[config.mk]
export PLATFORM = sky130hd
export DESIGN_NAME = tc_capture
export DESIGN_NICKNAME = d
export VERILOG_FILES = /design/src/hdl/tc_capture_pkg.sv /design/src/hdl/tc_edge_if.sv /design/src/hdl/tc_capture.sv /design/src/hdl/tc_edge_sync.sv
export SDC_FILE = /design/constraint.sdc
export NUM_CORES = 1
export LEC_CHECK = 0
export BUFFER_PORTS_ARGS = -buffer_cell sky130_fd_sc_hd__buf_2
export CAP_MARGIN = 20
export CORE_AREA = 3 3 142 157
export DETAILED_ROUTE_END_ITERATION = 12
export DIE_AREA = 0 0 145 160
export GPL_TIMING_DRIVEN = 0
export HOLD_SLACK_MARGIN = 0.03
export PLACE_DENSITY = 0.4
export SYNTH_ARGS = -nofsm -noshare
export SYNTH_HDL_FRONTEND = slang
export SYNTH_SLANG_ARGS = --single-unit
[constraint.sdc]
create_clock -name pclk -period 2.53 [get_ports pclk]
set_clock_uncertainty 0.15 [all_clocks]
set_input_delay 0.253 -clock pclk [delete_from_list [all_inputs] [get_ports pclk]]
set_output_delay 0.253 -clock pclk [all_outputs]
set_load 0.01 [all_outputs]
[src/hdl/tc_capture_pkg.sv]
package tc_capture_pkg;
  // Register byte offsets
  localparam logic [7:0] CTRL_OFF    = 8'h00;
  localparam logic [7:0] MODE_OFF    = 8'h04;
  localparam logic [7:0] COUNT_OFF   = 8'h10;
  localparam logic [7:0] CAPA_OFF    = 8'h14;
  localparam logic [7:0] CAPB_OFF    = 8'h18;
  localparam logic [7:0] CMPC_OFF    = 8'h1C;
  localparam logic [7:0] STATUS_OFF  = 8'h20;
  localparam logic [7:0] EXTIN_OFF   = 8'h30;
  // Control register bits
  localparam int CTRL_CLKEN_BIT  = 0;
  localparam int CTRL_CLKDIS_BIT = 1;
  localparam int CTRL_SWTRG_BIT  = 2;
  // Mode register fields
  localparam int MODE_CLKSEL_LSB = 0;
  localparam int MODE_CLKSTOP_BIT = 6;
  localparam int MODE_CLKDIS_BIT  = 7;
  localparam int MODE_TEDGE_LSB   = 8;
  localparam int MODE_TSRC_BIT    = 10;
  localparam int MODE_CRST_BIT    = 14;
  localparam int MODE_WAVE_BIT    = 15;
  localparam int MODE_LDA_LSB     = 16;
  localparam int MODE_LDB_LSB     = 18;
  localparam logic [31:0] MODE_MASK = 32'h000FC7C7;
  // Status register bits
  localparam int ST_OVF_BIT  = 0;
  localparam int ST_LOVR_BIT = 1;
  localparam int ST_CMPC_BIT = 4;
  localparam int ST_LDA_BIT  = 5;
  localparam int ST_LDB_BIT  = 6;
  localparam int ST_ETRG_BIT = 7;
  localparam int ST_CLKON_BIT = 16;
  localparam int ST_IOA_BIT  = 17;
  localparam int ST_IOB_BIT  = 18;
  // Edge encodings
  localparam logic [1:0] EDGE_NONE = 2'h0;
  localparam logic [1:0] EDGE_RISE = 2'h1;
  localparam logic [1:0] EDGE_FALL = 2'h2;
  localparam logic [1:0] EDGE_BOTH = 2'h3;
  localparam logic [15:0] COUNT_MAX = 16'hFFFF;
endpackage

[src/hdl/tc_edge_if.sv]
`timescale 1ns/10ps
interface tc_edge_if;
  logic rise;
  logic fall;
  logic level;
  modport src (output rise, output fall, output level);
  modport dst (input rise, input fall, input level);
endinterface

[src/hdl/tc_capture.sv]
`timescale 1ns/10ps
// How it works
// - Mode field waveform_select zero puts the channel into capture mode.
// - Qualifying io_line_a edge copies the counter into a capture register.
// - ra_load_edge and rb_load_edge pick the loading edge of each register.
// - capture_reg_a loads if unloaded since trigger or after a B load.
// - capture_reg_b loads only after an A load since trigger or last B.
// - Reload before read overwrites and sets load_overrun_flag.
// - External trigger offered beside sync, software and compare-C triggers.
// - trigger_source_select picks io_line_a or io_line_b for external trigger.
// - trigger_edge_select picks rising, falling or both edges.
// - trigger_edge_select zero disables the external trigger.
// - c_match_flag sets when counter equals compare_reg_c.
// - counter_overflow_flag sets when counter wraps past FFFF.
// - load_overrun_flag reports double load without read.
// - a_loaded_flag reports capture_reg_a loaded since the last status read.
// - b_loaded_flag reports capture_reg_b loaded since the last status read.
// - ext_trigger_flag reports a detected external trigger.
// - Flags set on events and clear when status is read.
// - A trigger zeroes the counter at the next valid count edge; a compare-C trigger zeroes it on the matching edge itself.
// - B load disables the counter clock when rb_load_clock_disable set.
// - B load halts the counter clock when rb_load_clock_halt set, if enabled.
// - c_match_restart raises a trigger on compare_reg_c equality.
module tc_capture (
  input  wire logic        pclk,
  input  wire logic        presetn,
  input  wire logic        ce,
  input  wire logic        psel,
  input  wire logic        penable,
  input  wire logic        pwrite,
  input  wire logic [7:0]  paddr,
  input  wire logic [31:0] pwdata,
  output logic      [31:0] prdata,
  output logic             pready,
  output logic             pslverr,
  input  wire logic        sync_trigger,
  input  wire logic        count_tick,
  input  wire logic        io_line_a_in,
  output logic             io_line_a_out,
  output logic             io_line_a_oe,
  input  wire logic        io_line_b_in,
  output logic             io_line_b_out,
  output logic             io_line_b_oe
);
  tc_edge_if ea ();
  tc_edge_if eb ();
  tc_edge_if et ();

  tc_edge_sync u_sync_a (.pclk(pclk), .presetn(presetn), .ce(ce), .pin(io_line_a_in), .edg(ea));
  tc_edge_sync u_sync_b (.pclk(pclk), .presetn(presetn), .ce(ce), .pin(io_line_b_in), .edg(eb));
  tc_edge_sync u_sync_t (.pclk(pclk), .presetn(presetn), .ce(ce), .pin(count_tick), .edg(et));

  logic [31:0] channel_mode_reg;
  logic [15:0] counter;
  logic [15:0] capture_reg_a;
  logic [15:0] capture_reg_b;
  logic [15:0] compare_reg_c;
  logic        clk_enabled;
  logic        clk_running;
  logic        trig_pending;
  logic        a_done;
  logic        b_done;
  logic        a_unread;
  logic        b_unread;
  logic        counter_overflow_flag;
  logic        load_overrun_flag;
  logic        c_match_flag;
  logic        a_loaded_flag;
  logic        b_loaded_flag;
  logic        ext_trigger_flag;

  logic [31:0] next_channel_mode_reg;
  logic [15:0] next_counter;
  logic [15:0] next_capture_reg_a;
  logic [15:0] next_capture_reg_b;
  logic [15:0] next_compare_reg_c;
  logic        next_clk_enabled;
  logic        next_clk_running;
  logic        next_trig_pending;
  logic        next_a_done;
  logic        next_b_done;
  logic        next_a_unread;
  logic        next_b_unread;
  logic        next_counter_overflow_flag;
  logic        next_load_overrun_flag;
  logic        next_c_match_flag;
  logic        next_a_loaded_flag;
  logic        next_b_loaded_flag;
  logic        next_ext_trigger_flag;

  logic        wr;
  logic        rd;
  logic        capture_mode;
  logic [1:0]  ra_load_edge;
  logic [1:0]  rb_load_edge;
  logic [1:0]  trigger_edge_select;
  logic        trigger_source_select;
  logic        c_match_restart;
  logic        rb_load_clock_halt;
  logic        rb_load_clock_disable;
  logic        src_rise;
  logic        src_fall;
  logic        ext_trig;
  logic        c_match;
  logic        c_restart;
  logic        any_trig;
  logic        a_edge;
  logic        b_edge;
  logic        load_a;
  logic        load_b;
  logic        tick;
  logic        sr_read;
  logic        ra_read;
  logic        rb_read;

  // Bus decode: zero-wait APB
  assign wr      = psel & penable & pwrite & ce;
  assign rd      = psel & penable & ~pwrite & ce;
  assign pready  = 1'b1;
  assign pslverr = 1'b0;
  assign sr_read = rd && paddr == tc_capture_pkg::STATUS_OFF;
  assign ra_read = rd && paddr == tc_capture_pkg::CAPA_OFF;
  assign rb_read = rd && paddr == tc_capture_pkg::CAPB_OFF;

  // Mode fields
  assign capture_mode          = ~channel_mode_reg[tc_capture_pkg::MODE_WAVE_BIT];
  assign ra_load_edge          = channel_mode_reg[tc_capture_pkg::MODE_LDA_LSB +: 2];
  assign rb_load_edge          = channel_mode_reg[tc_capture_pkg::MODE_LDB_LSB +: 2];
  assign trigger_edge_select   = channel_mode_reg[tc_capture_pkg::MODE_TEDGE_LSB +: 2];
  assign trigger_source_select = channel_mode_reg[tc_capture_pkg::MODE_TSRC_BIT];
  assign c_match_restart       = channel_mode_reg[tc_capture_pkg::MODE_CRST_BIT];
  assign rb_load_clock_halt    = channel_mode_reg[tc_capture_pkg::MODE_CLKSTOP_BIT];
  assign rb_load_clock_disable = channel_mode_reg[tc_capture_pkg::MODE_CLKDIS_BIT];

  // Pins never driven in capture mode
  assign io_line_a_out = 1'b0;
  assign io_line_a_oe  = 1'b0;
  assign io_line_b_out = 1'b0;
  assign io_line_b_oe  = 1'b0;

  // External trigger selection and edge
  assign src_rise = trigger_source_select ? eb.rise : ea.rise;
  assign src_fall = trigger_source_select ? eb.fall : ea.fall;

  function automatic logic edge_hit(input logic [1:0] sel, input logic r, input logic f);
    logic hit;
    hit = 1'b0;
    unique case (sel)
      tc_capture_pkg::EDGE_NONE: hit = 1'b0;
      tc_capture_pkg::EDGE_RISE: hit = r;
      tc_capture_pkg::EDGE_FALL: hit = f;
      tc_capture_pkg::EDGE_BOTH: hit = r | f;
    endcase
    return hit;
  endfunction

  assign ext_trig = capture_mode & edge_hit(trigger_edge_select, src_rise, src_fall);
  assign tick     = ce & et.rise & clk_enabled & clk_running;
  assign c_match   = tick & ~trig_pending & (counter == compare_reg_c);
  assign c_restart = c_match & c_match_restart;
  assign any_trig  = sync_trigger | (wr && paddr == tc_capture_pkg::CTRL_OFF
                     && pwdata[tc_capture_pkg::CTRL_SWTRG_BIT]) | ext_trig | c_restart;

  assign a_edge = edge_hit(ra_load_edge, ea.rise, ea.fall);
  assign b_edge = edge_hit(rb_load_edge, ea.rise, ea.fall);
  assign load_a = capture_mode & a_edge & (~a_done | b_done);
  assign load_b = capture_mode & b_edge & a_done & ~b_done;

  always_comb begin
    next_channel_mode_reg      = channel_mode_reg;
    next_counter               = counter;
    next_capture_reg_a         = capture_reg_a;
    next_capture_reg_b         = capture_reg_b;
    next_compare_reg_c         = compare_reg_c;
    next_clk_enabled           = clk_enabled;
    next_clk_running           = clk_running;
    next_trig_pending          = trig_pending;
    next_a_done                = a_done;
    next_b_done                = b_done;
    next_a_unread              = a_unread & ~ra_read;
    next_b_unread              = b_unread & ~rb_read;
    next_counter_overflow_flag = counter_overflow_flag & ~sr_read;
    next_load_overrun_flag     = load_overrun_flag & ~sr_read;
    next_c_match_flag          = c_match_flag & ~sr_read;
    next_a_loaded_flag         = a_loaded_flag & ~sr_read;
    next_b_loaded_flag         = b_loaded_flag & ~sr_read;
    next_ext_trigger_flag      = ext_trigger_flag & ~sr_read;
    if (ce) begin
      if (wr) begin
        unique case (paddr)
          tc_capture_pkg::CTRL_OFF: begin
            if (pwdata[tc_capture_pkg::CTRL_CLKEN_BIT]) begin
              next_clk_enabled = 1'b1;
            end
            if (pwdata[tc_capture_pkg::CTRL_CLKDIS_BIT]) begin
              next_clk_enabled = 1'b0;
            end
          end
          tc_capture_pkg::MODE_OFF: next_channel_mode_reg = pwdata & tc_capture_pkg::MODE_MASK;
          tc_capture_pkg::CMPC_OFF: next_compare_reg_c = pwdata[15:0];
          default: ;
        endcase
      end
      // Counting and deferred trigger reset
      if (tick) begin
        if (trig_pending || c_restart) begin
          next_counter      = 16'h0000;
          next_trig_pending = 1'b0;
        end else begin
          next_counter = counter + 16'h0001;
          if (counter == tc_capture_pkg::COUNT_MAX) begin
            next_counter_overflow_flag = 1'b1;
          end
        end
      end
      if (c_match) begin
        next_c_match_flag = 1'b1;
      end
      if (any_trig) begin
        next_trig_pending = ~c_restart;
        next_a_done       = 1'b0;
        next_b_done       = 1'b0;
        if (next_clk_enabled) begin
          next_clk_running = 1'b1;
        end
      end
      if (ext_trig) begin
        next_ext_trigger_flag = 1'b1;
      end
      if (load_a) begin
        next_capture_reg_a = counter;
        next_a_done        = 1'b1;
        next_b_done        = 1'b0;
        next_a_unread      = 1'b1;
        next_a_loaded_flag = 1'b1;
        if (a_unread) begin
          next_load_overrun_flag = 1'b1;
        end
      end
      if (load_b) begin
        next_capture_reg_b = counter;
        next_b_done        = 1'b1;
        next_b_unread      = 1'b1;
        next_b_loaded_flag = 1'b1;
        if (b_unread) begin
          next_load_overrun_flag = 1'b1;
        end
        if (rb_load_clock_halt && clk_enabled) begin
          next_clk_running = 1'b0;
        end
        if (rb_load_clock_disable) begin
          next_clk_enabled = 1'b0;
        end
      end
    end
  end

  always_ff @(posedge pclk or negedge presetn) begin
    if (!presetn) begin
      channel_mode_reg      <= 32'h00000000;
      counter               <= 16'h0000;
      capture_reg_a         <= 16'h0000;
      capture_reg_b         <= 16'h0000;
      compare_reg_c         <= 16'h0000;
      clk_enabled           <= 1'b0;
      clk_running           <= 1'b0;
      trig_pending          <= 1'b0;
      a_done                <= 1'b0;
      b_done                <= 1'b0;
      a_unread              <= 1'b0;
      b_unread              <= 1'b0;
      counter_overflow_flag <= 1'b0;
      load_overrun_flag     <= 1'b0;
      c_match_flag          <= 1'b0;
      a_loaded_flag         <= 1'b0;
      b_loaded_flag         <= 1'b0;
      ext_trigger_flag      <= 1'b0;
    end else if (ce) begin
      channel_mode_reg      <= next_channel_mode_reg;
      counter               <= next_counter;
      capture_reg_a         <= next_capture_reg_a;
      capture_reg_b         <= next_capture_reg_b;
      compare_reg_c         <= next_compare_reg_c;
      clk_enabled           <= next_clk_enabled;
      clk_running           <= next_clk_running;
      trig_pending          <= next_trig_pending;
      a_done                <= next_a_done;
      b_done                <= next_b_done;
      a_unread              <= next_a_unread;
      b_unread              <= next_b_unread;
      counter_overflow_flag <= next_counter_overflow_flag;
      load_overrun_flag     <= next_load_overrun_flag;
      c_match_flag          <= next_c_match_flag;
      a_loaded_flag         <= next_a_loaded_flag;
      b_loaded_flag         <= next_b_loaded_flag;
      ext_trigger_flag      <= next_ext_trigger_flag;
    end
  end

  // Read data, combinational from registers
  always_comb begin
    prdata = 32'h00000000;
    if (psel && !pwrite) begin
      unique case (paddr)
        tc_capture_pkg::MODE_OFF:  prdata = channel_mode_reg;
        tc_capture_pkg::COUNT_OFF: prdata = {16'h0000, counter};
        tc_capture_pkg::CAPA_OFF:  prdata = {16'h0000, capture_reg_a};
        tc_capture_pkg::CAPB_OFF:  prdata = {16'h0000, capture_reg_b};
        tc_capture_pkg::CMPC_OFF:  prdata = {16'h0000, compare_reg_c};
        tc_capture_pkg::STATUS_OFF: begin
          prdata[tc_capture_pkg::ST_OVF_BIT]   = counter_overflow_flag;
          prdata[tc_capture_pkg::ST_LOVR_BIT]  = load_overrun_flag;
          prdata[tc_capture_pkg::ST_CMPC_BIT]  = c_match_flag;
          prdata[tc_capture_pkg::ST_LDA_BIT]   = a_loaded_flag;
          prdata[tc_capture_pkg::ST_LDB_BIT]   = b_loaded_flag;
          prdata[tc_capture_pkg::ST_ETRG_BIT]  = ext_trigger_flag;
          prdata[tc_capture_pkg::ST_CLKON_BIT] = clk_enabled;
          prdata[tc_capture_pkg::ST_IOA_BIT]   = ea.level;
          prdata[tc_capture_pkg::ST_IOB_BIT]   = eb.level;
        end
        default: prdata = 32'h00000000;
      endcase
    end
  end

  AST_SR_CLEAR: assert property (@(posedge pclk) disable iff (!presetn)
    ce && sr_read && !ext_trig |=> !ext_trigger_flag) else $error("ext flag not cleared");
  AST_EXT_SET: assert property (@(posedge pclk) disable iff (!presetn)
    ce && ext_trig |=> ext_trigger_flag) else $error("ext flag missing");
  AST_NO_EXT: assert property (@(posedge pclk) disable iff (!presetn)
    trigger_edge_select == tc_capture_pkg::EDGE_NONE |-> !ext_trig) else $error("ext trig while none");
  AST_LOAD_A: assert property (@(posedge pclk) disable iff (!presetn)
    ce && load_a |=> capture_reg_a == $past(counter) && a_loaded_flag) else $error("A load wrong");
  AST_B_ORDER: assert property (@(posedge pclk) disable iff (!presetn)
    load_b |-> a_done && !b_done) else $error("B loaded out of order");
  AST_OVR: assert property (@(posedge pclk) disable iff (!presetn)
    ce && load_a && a_unread |=> load_overrun_flag) else $error("overrun missed");
  AST_TRIG_ZERO: assert property (@(posedge pclk) disable iff (!presetn)
    ce && tick && trig_pending |=> counter == 16'h0000) else $error("counter not zeroed");
  AST_DIS: assert property (@(posedge pclk) disable iff (!presetn)
    ce && load_b && rb_load_clock_disable |=> !clk_enabled) else $error("clock not disabled");
  AST_PINS: assert property (@(posedge pclk) disable iff (!presetn)
    !io_line_a_oe && !io_line_b_oe) else $error("pin driven");
  AST_OVF: assert property (@(posedge pclk) disable iff (!presetn)
    ce && tick && !trig_pending && !c_restart && counter == 16'hFFFF |=> counter_overflow_flag) else $error("ovf missed");
  AST_C_RESTART: assert property (@(posedge pclk) disable iff (!presetn)
    ce && c_restart |=> counter == 16'h0000) else $error("restart not zeroed");
  COV_LOAD_AB: cover property (@(posedge pclk) disable iff (!presetn) load_a ##[1:50] load_b);
  COV_OVR: cover property (@(posedge pclk) disable iff (!presetn) load_overrun_flag);
  COV_EXT: cover property (@(posedge pclk) disable iff (!presetn) ext_trig);
endmodule

[src/hdl/tc_edge_sync.sv]
`timescale 1ns/10ps
module tc_edge_sync (
  input  wire logic pclk,
  input  wire logic presetn,
  input  wire logic ce,
  input  wire logic pin,
  tc_edge_if.src    edg
);
  logic [2:0] sh;
  logic [2:0] next_sh;
  // Two-stage synchroniser, third stage for edge detection
  always_comb begin
    next_sh = ce ? {sh[1:0], pin} : sh;
  end
  always_ff @(posedge pclk or negedge presetn) begin
    if (!presetn) begin
      sh <= 3'h0;
    end else begin
      sh <= next_sh;
    end
  end
  assign edg.level = sh[1];
  assign edg.rise  = sh[1] & ~sh[2];
  assign edg.fall  = ~sh[1] & sh[2];
endmodule
==> results.md <==
- N_diodes: 0
- Critical path fanouts, max: 5
- Placement Setup Slack: -0.8102 ns
- Starting density of the core: 0.2500
- RSZ-0062 raised after global routing: yes
- Primary FF master, synth: dfrtp_1
- Critical path arrival: 2.09 ns
- GRT overflow: 0
- Initial DRC count: 297
- Slowest cell on crit path: or4_4
- Met2 GRT Util: 0.2231
- Antenna violations before repair: 0
- Worst Path Required: 2.13 ns
- Setup Viol. Count Final: 0
- Fill count: 2093
- Post-synth top area cell: dfrtp_1
- Via density: 4.649
- CTS Root Buffer Type: clkbuf_16
- Clk slew on worst S/H paths: 0.07 ns
- HPWL after detailed placement: 11390 µm
- Number of I/O port buffers: 57
- Die area: 23200 µm²
- Gr usage total: 0.1360
- Final Cycle Share: 0.9841
- Final Cell Area: 6982 µm²
- Busiest grt layer: met2
- Yosys cell types: 53
- Warnings, synthesis: 0
- Post-Synthesis Cell Area: 5179 µm²
- Via count: 4077
- Post-DRT Antenna Nets: 0
- CTS Buffer Depth: 2
- Largest stage delay on the critical path: 0.57 ns
- Lkg Pwr: 3.322 nW
- Number of cell rows: 55
- M3 GR Usage: 0.02072
- Highest Clock Rate: 0.4016 GHz
- Top-area cell type share of the netlist area: 0.4832
- Power Total: 3.560 mW
- Register area share after synthesis: 0.4832
- Clock Latency Late Sink: 0.35 ns
- Fin nets: 640
- Count of flip-flops with a built-in enable after synthesis: 0
- CTS Sinks: 100
- Gpl congestion: 0.7843
- Ranking of synthesized cells by area: dfrtp_1 48%, mux2_2 12%, xor2_1 3.7%
- CTS tree: done
- Dpl cells: 820
- H-tree levels: 3
- Global-route wire length before repair: 24270 µm
- Power density cells: 509.9 nW/µm²
- DIE WIDTH: 145 µm
- DRC viols: 0
- Area grow syn2layout: 34.82%
- Cell Chain, Critical Path: buf_6 > or4_4 > nor3b_4 > buf_4 > and3_4 > buf_12 > a22oi_2 > a21oi_2 > buf_2
- Crit-path leading delay family: simple AND/OR/NAND/NOR gates
- Area after DPL: 5911 µm²
- Status: finished, final reports clean
- Cell count after synthesis: 461
- Max rail drop VDD: 0.0003911 V
- Ports: 88
- Most frequent cells after synthesis: 100 x dfrtp_1, 56 x mux2_2, 36 x nor2_1
- Count leader, synth: dfrtp_1
- Largest net degree at the start of global routing: 54
- Met1 GRT Util: 0.1881
- Final min period: 2.490 ns
- Buf+Inv Stages, Crit Path: 4
- Relative slew margins: 0.4893
- Final Hold Fails: 0
- Post-synth ARST share: 1.000
- Worst Setup End Kind: primary output
- CTS Buf Count: 9
- WL final: 16070 µm
- Vias in the first global route: 4077
- Max-slew violation count: 0
- WL/cell: 18.32 µm
- Critical path startpoint category: primary input
- Worst Setup Path Type: primary input to primary output
- Pre-Repair DR Iteration Count: 6
- Die H: 160 µm
- Max-cap violations: 0
- Core area: 20710 µm²
- Final std cells w/o fill: 877
- Yosys reg bits: 100
- Hold WC Path Type: primary input to flop
- Final WS setup: 0.04014 ns
- Fraction of layout cells with a size suffix above 1: 0.4139
- Syn_area_per_cell: 11.23 µm²
- Worst Tran Pin Value: 0.7661 ns
[power breakdown]
group	internal, mW	total (mW)	leakage [nW]	switching, mW
sequential	1.63	1.67	1.35	0.0326
combinational	0.123	0.260	1.80	0.137
clock	1.02	1.63	0.173	0.613
total	2.78	3.56	3.32	0.783
[layout make-up]
| class | count | area [µm²] | area share |
|---|---|---|---|
| plain buffers | 36 | 272.8 | 0.03907 |
| clock buffers | 12 | 256.5 | 0.03674 |
| clock inverters | 4 | 95.09 | 0.01362 |
| inverters | 9 | 33.78 | 0.004839 |
| multi-input cells | 322 | 2633 | 0.3771 |
| flip-flops and latches | 100 | 2502 | 0.3584 |
| well taps | 285 | 356.6 | 0.05108 |
| repair buffers | 109 | 832.0 | 0.1192 |
[layer usage]
metal	vias to the layer above	share of wire
met5	-	0
met4	0	0.013
met3	14	0.056
met2	135	0.48
met1	2048	0.45
li1	1880	-
[cells by family after synthesis]
group | count (synthesis) | share of synthesized area
xor+xnor | 25 | 0.04228
compound gates | 81 | 0.1099
mux | 77 | 0.1785
simple gates | 118 | 0.1194
fa+ha+maj | 3 | 0.007249
other cells | 2 | 0.001450
buf+inv | 55 | 0.05799
flops | 100 | 0.4832
[stage by stage]
| step | utilization | TNS [ns] | hold slack, ns |
|---|---|---|---|
| 3_5_place_dp | 0.2854 | -28.23 | 0.1789 |
| 2_1_floorplan | - | 0 | -0.1926 |
| 6_report | 0.3371 | 0 | 0.03987 |
| 3_3_place_gp | 0.2839 | -39.29 | 0.3108 |
| 4_1_cts | 0.3283 | -0.7107 | 0.03088 |
| 5_1_grt | 0.3371 | -0.2493 | 0.03735 |
[timing repair]
item	in CTS	in global routing
gates cloned	0	1
hold buffers	20	0
resized for setup	39	23
endpoints found under the setup margin	66	41
endpoints found under the hold margin	72	0
pin swaps	21	15
buffers inserted	20	10
[cells in the final DEF, fill, tap and decap left out, drive strengths merged, types with 9 or more instances in the layout]
cell	netlist	layout
xor2	22	22
inv	9	9
nand2	32	32
a222oi	10	10
nor2	37	37
dlygate4sd3	0	20
conb	2	18
a21oi	14	14
o21ai	15	15
mux2	73	73
buf	29	116
a22oi	20	20
dfrtp	100	100
clkbuf	17	21
[final timing paths]
kind,from,to,slack [ns],depth (start not counted)
worst max-delay path,paddr[1],prdata[2],0.04,9
worst min-delay path,pwdata[1],compare_reg_c[1],0.04,2
worst max register to register,u_sync_a.sh[1],capture_reg_b[10],0.16,8
worst min register to register,capture_reg_a[4],capture_reg_a[4],0.33,2
max in group asynchronous,presetn,counter[4],1.21,3
min in group asynchronous,presetn,u_sync_t.sh[0],0.31,2
Note: power is estimated with default switching activity, not from simulation.
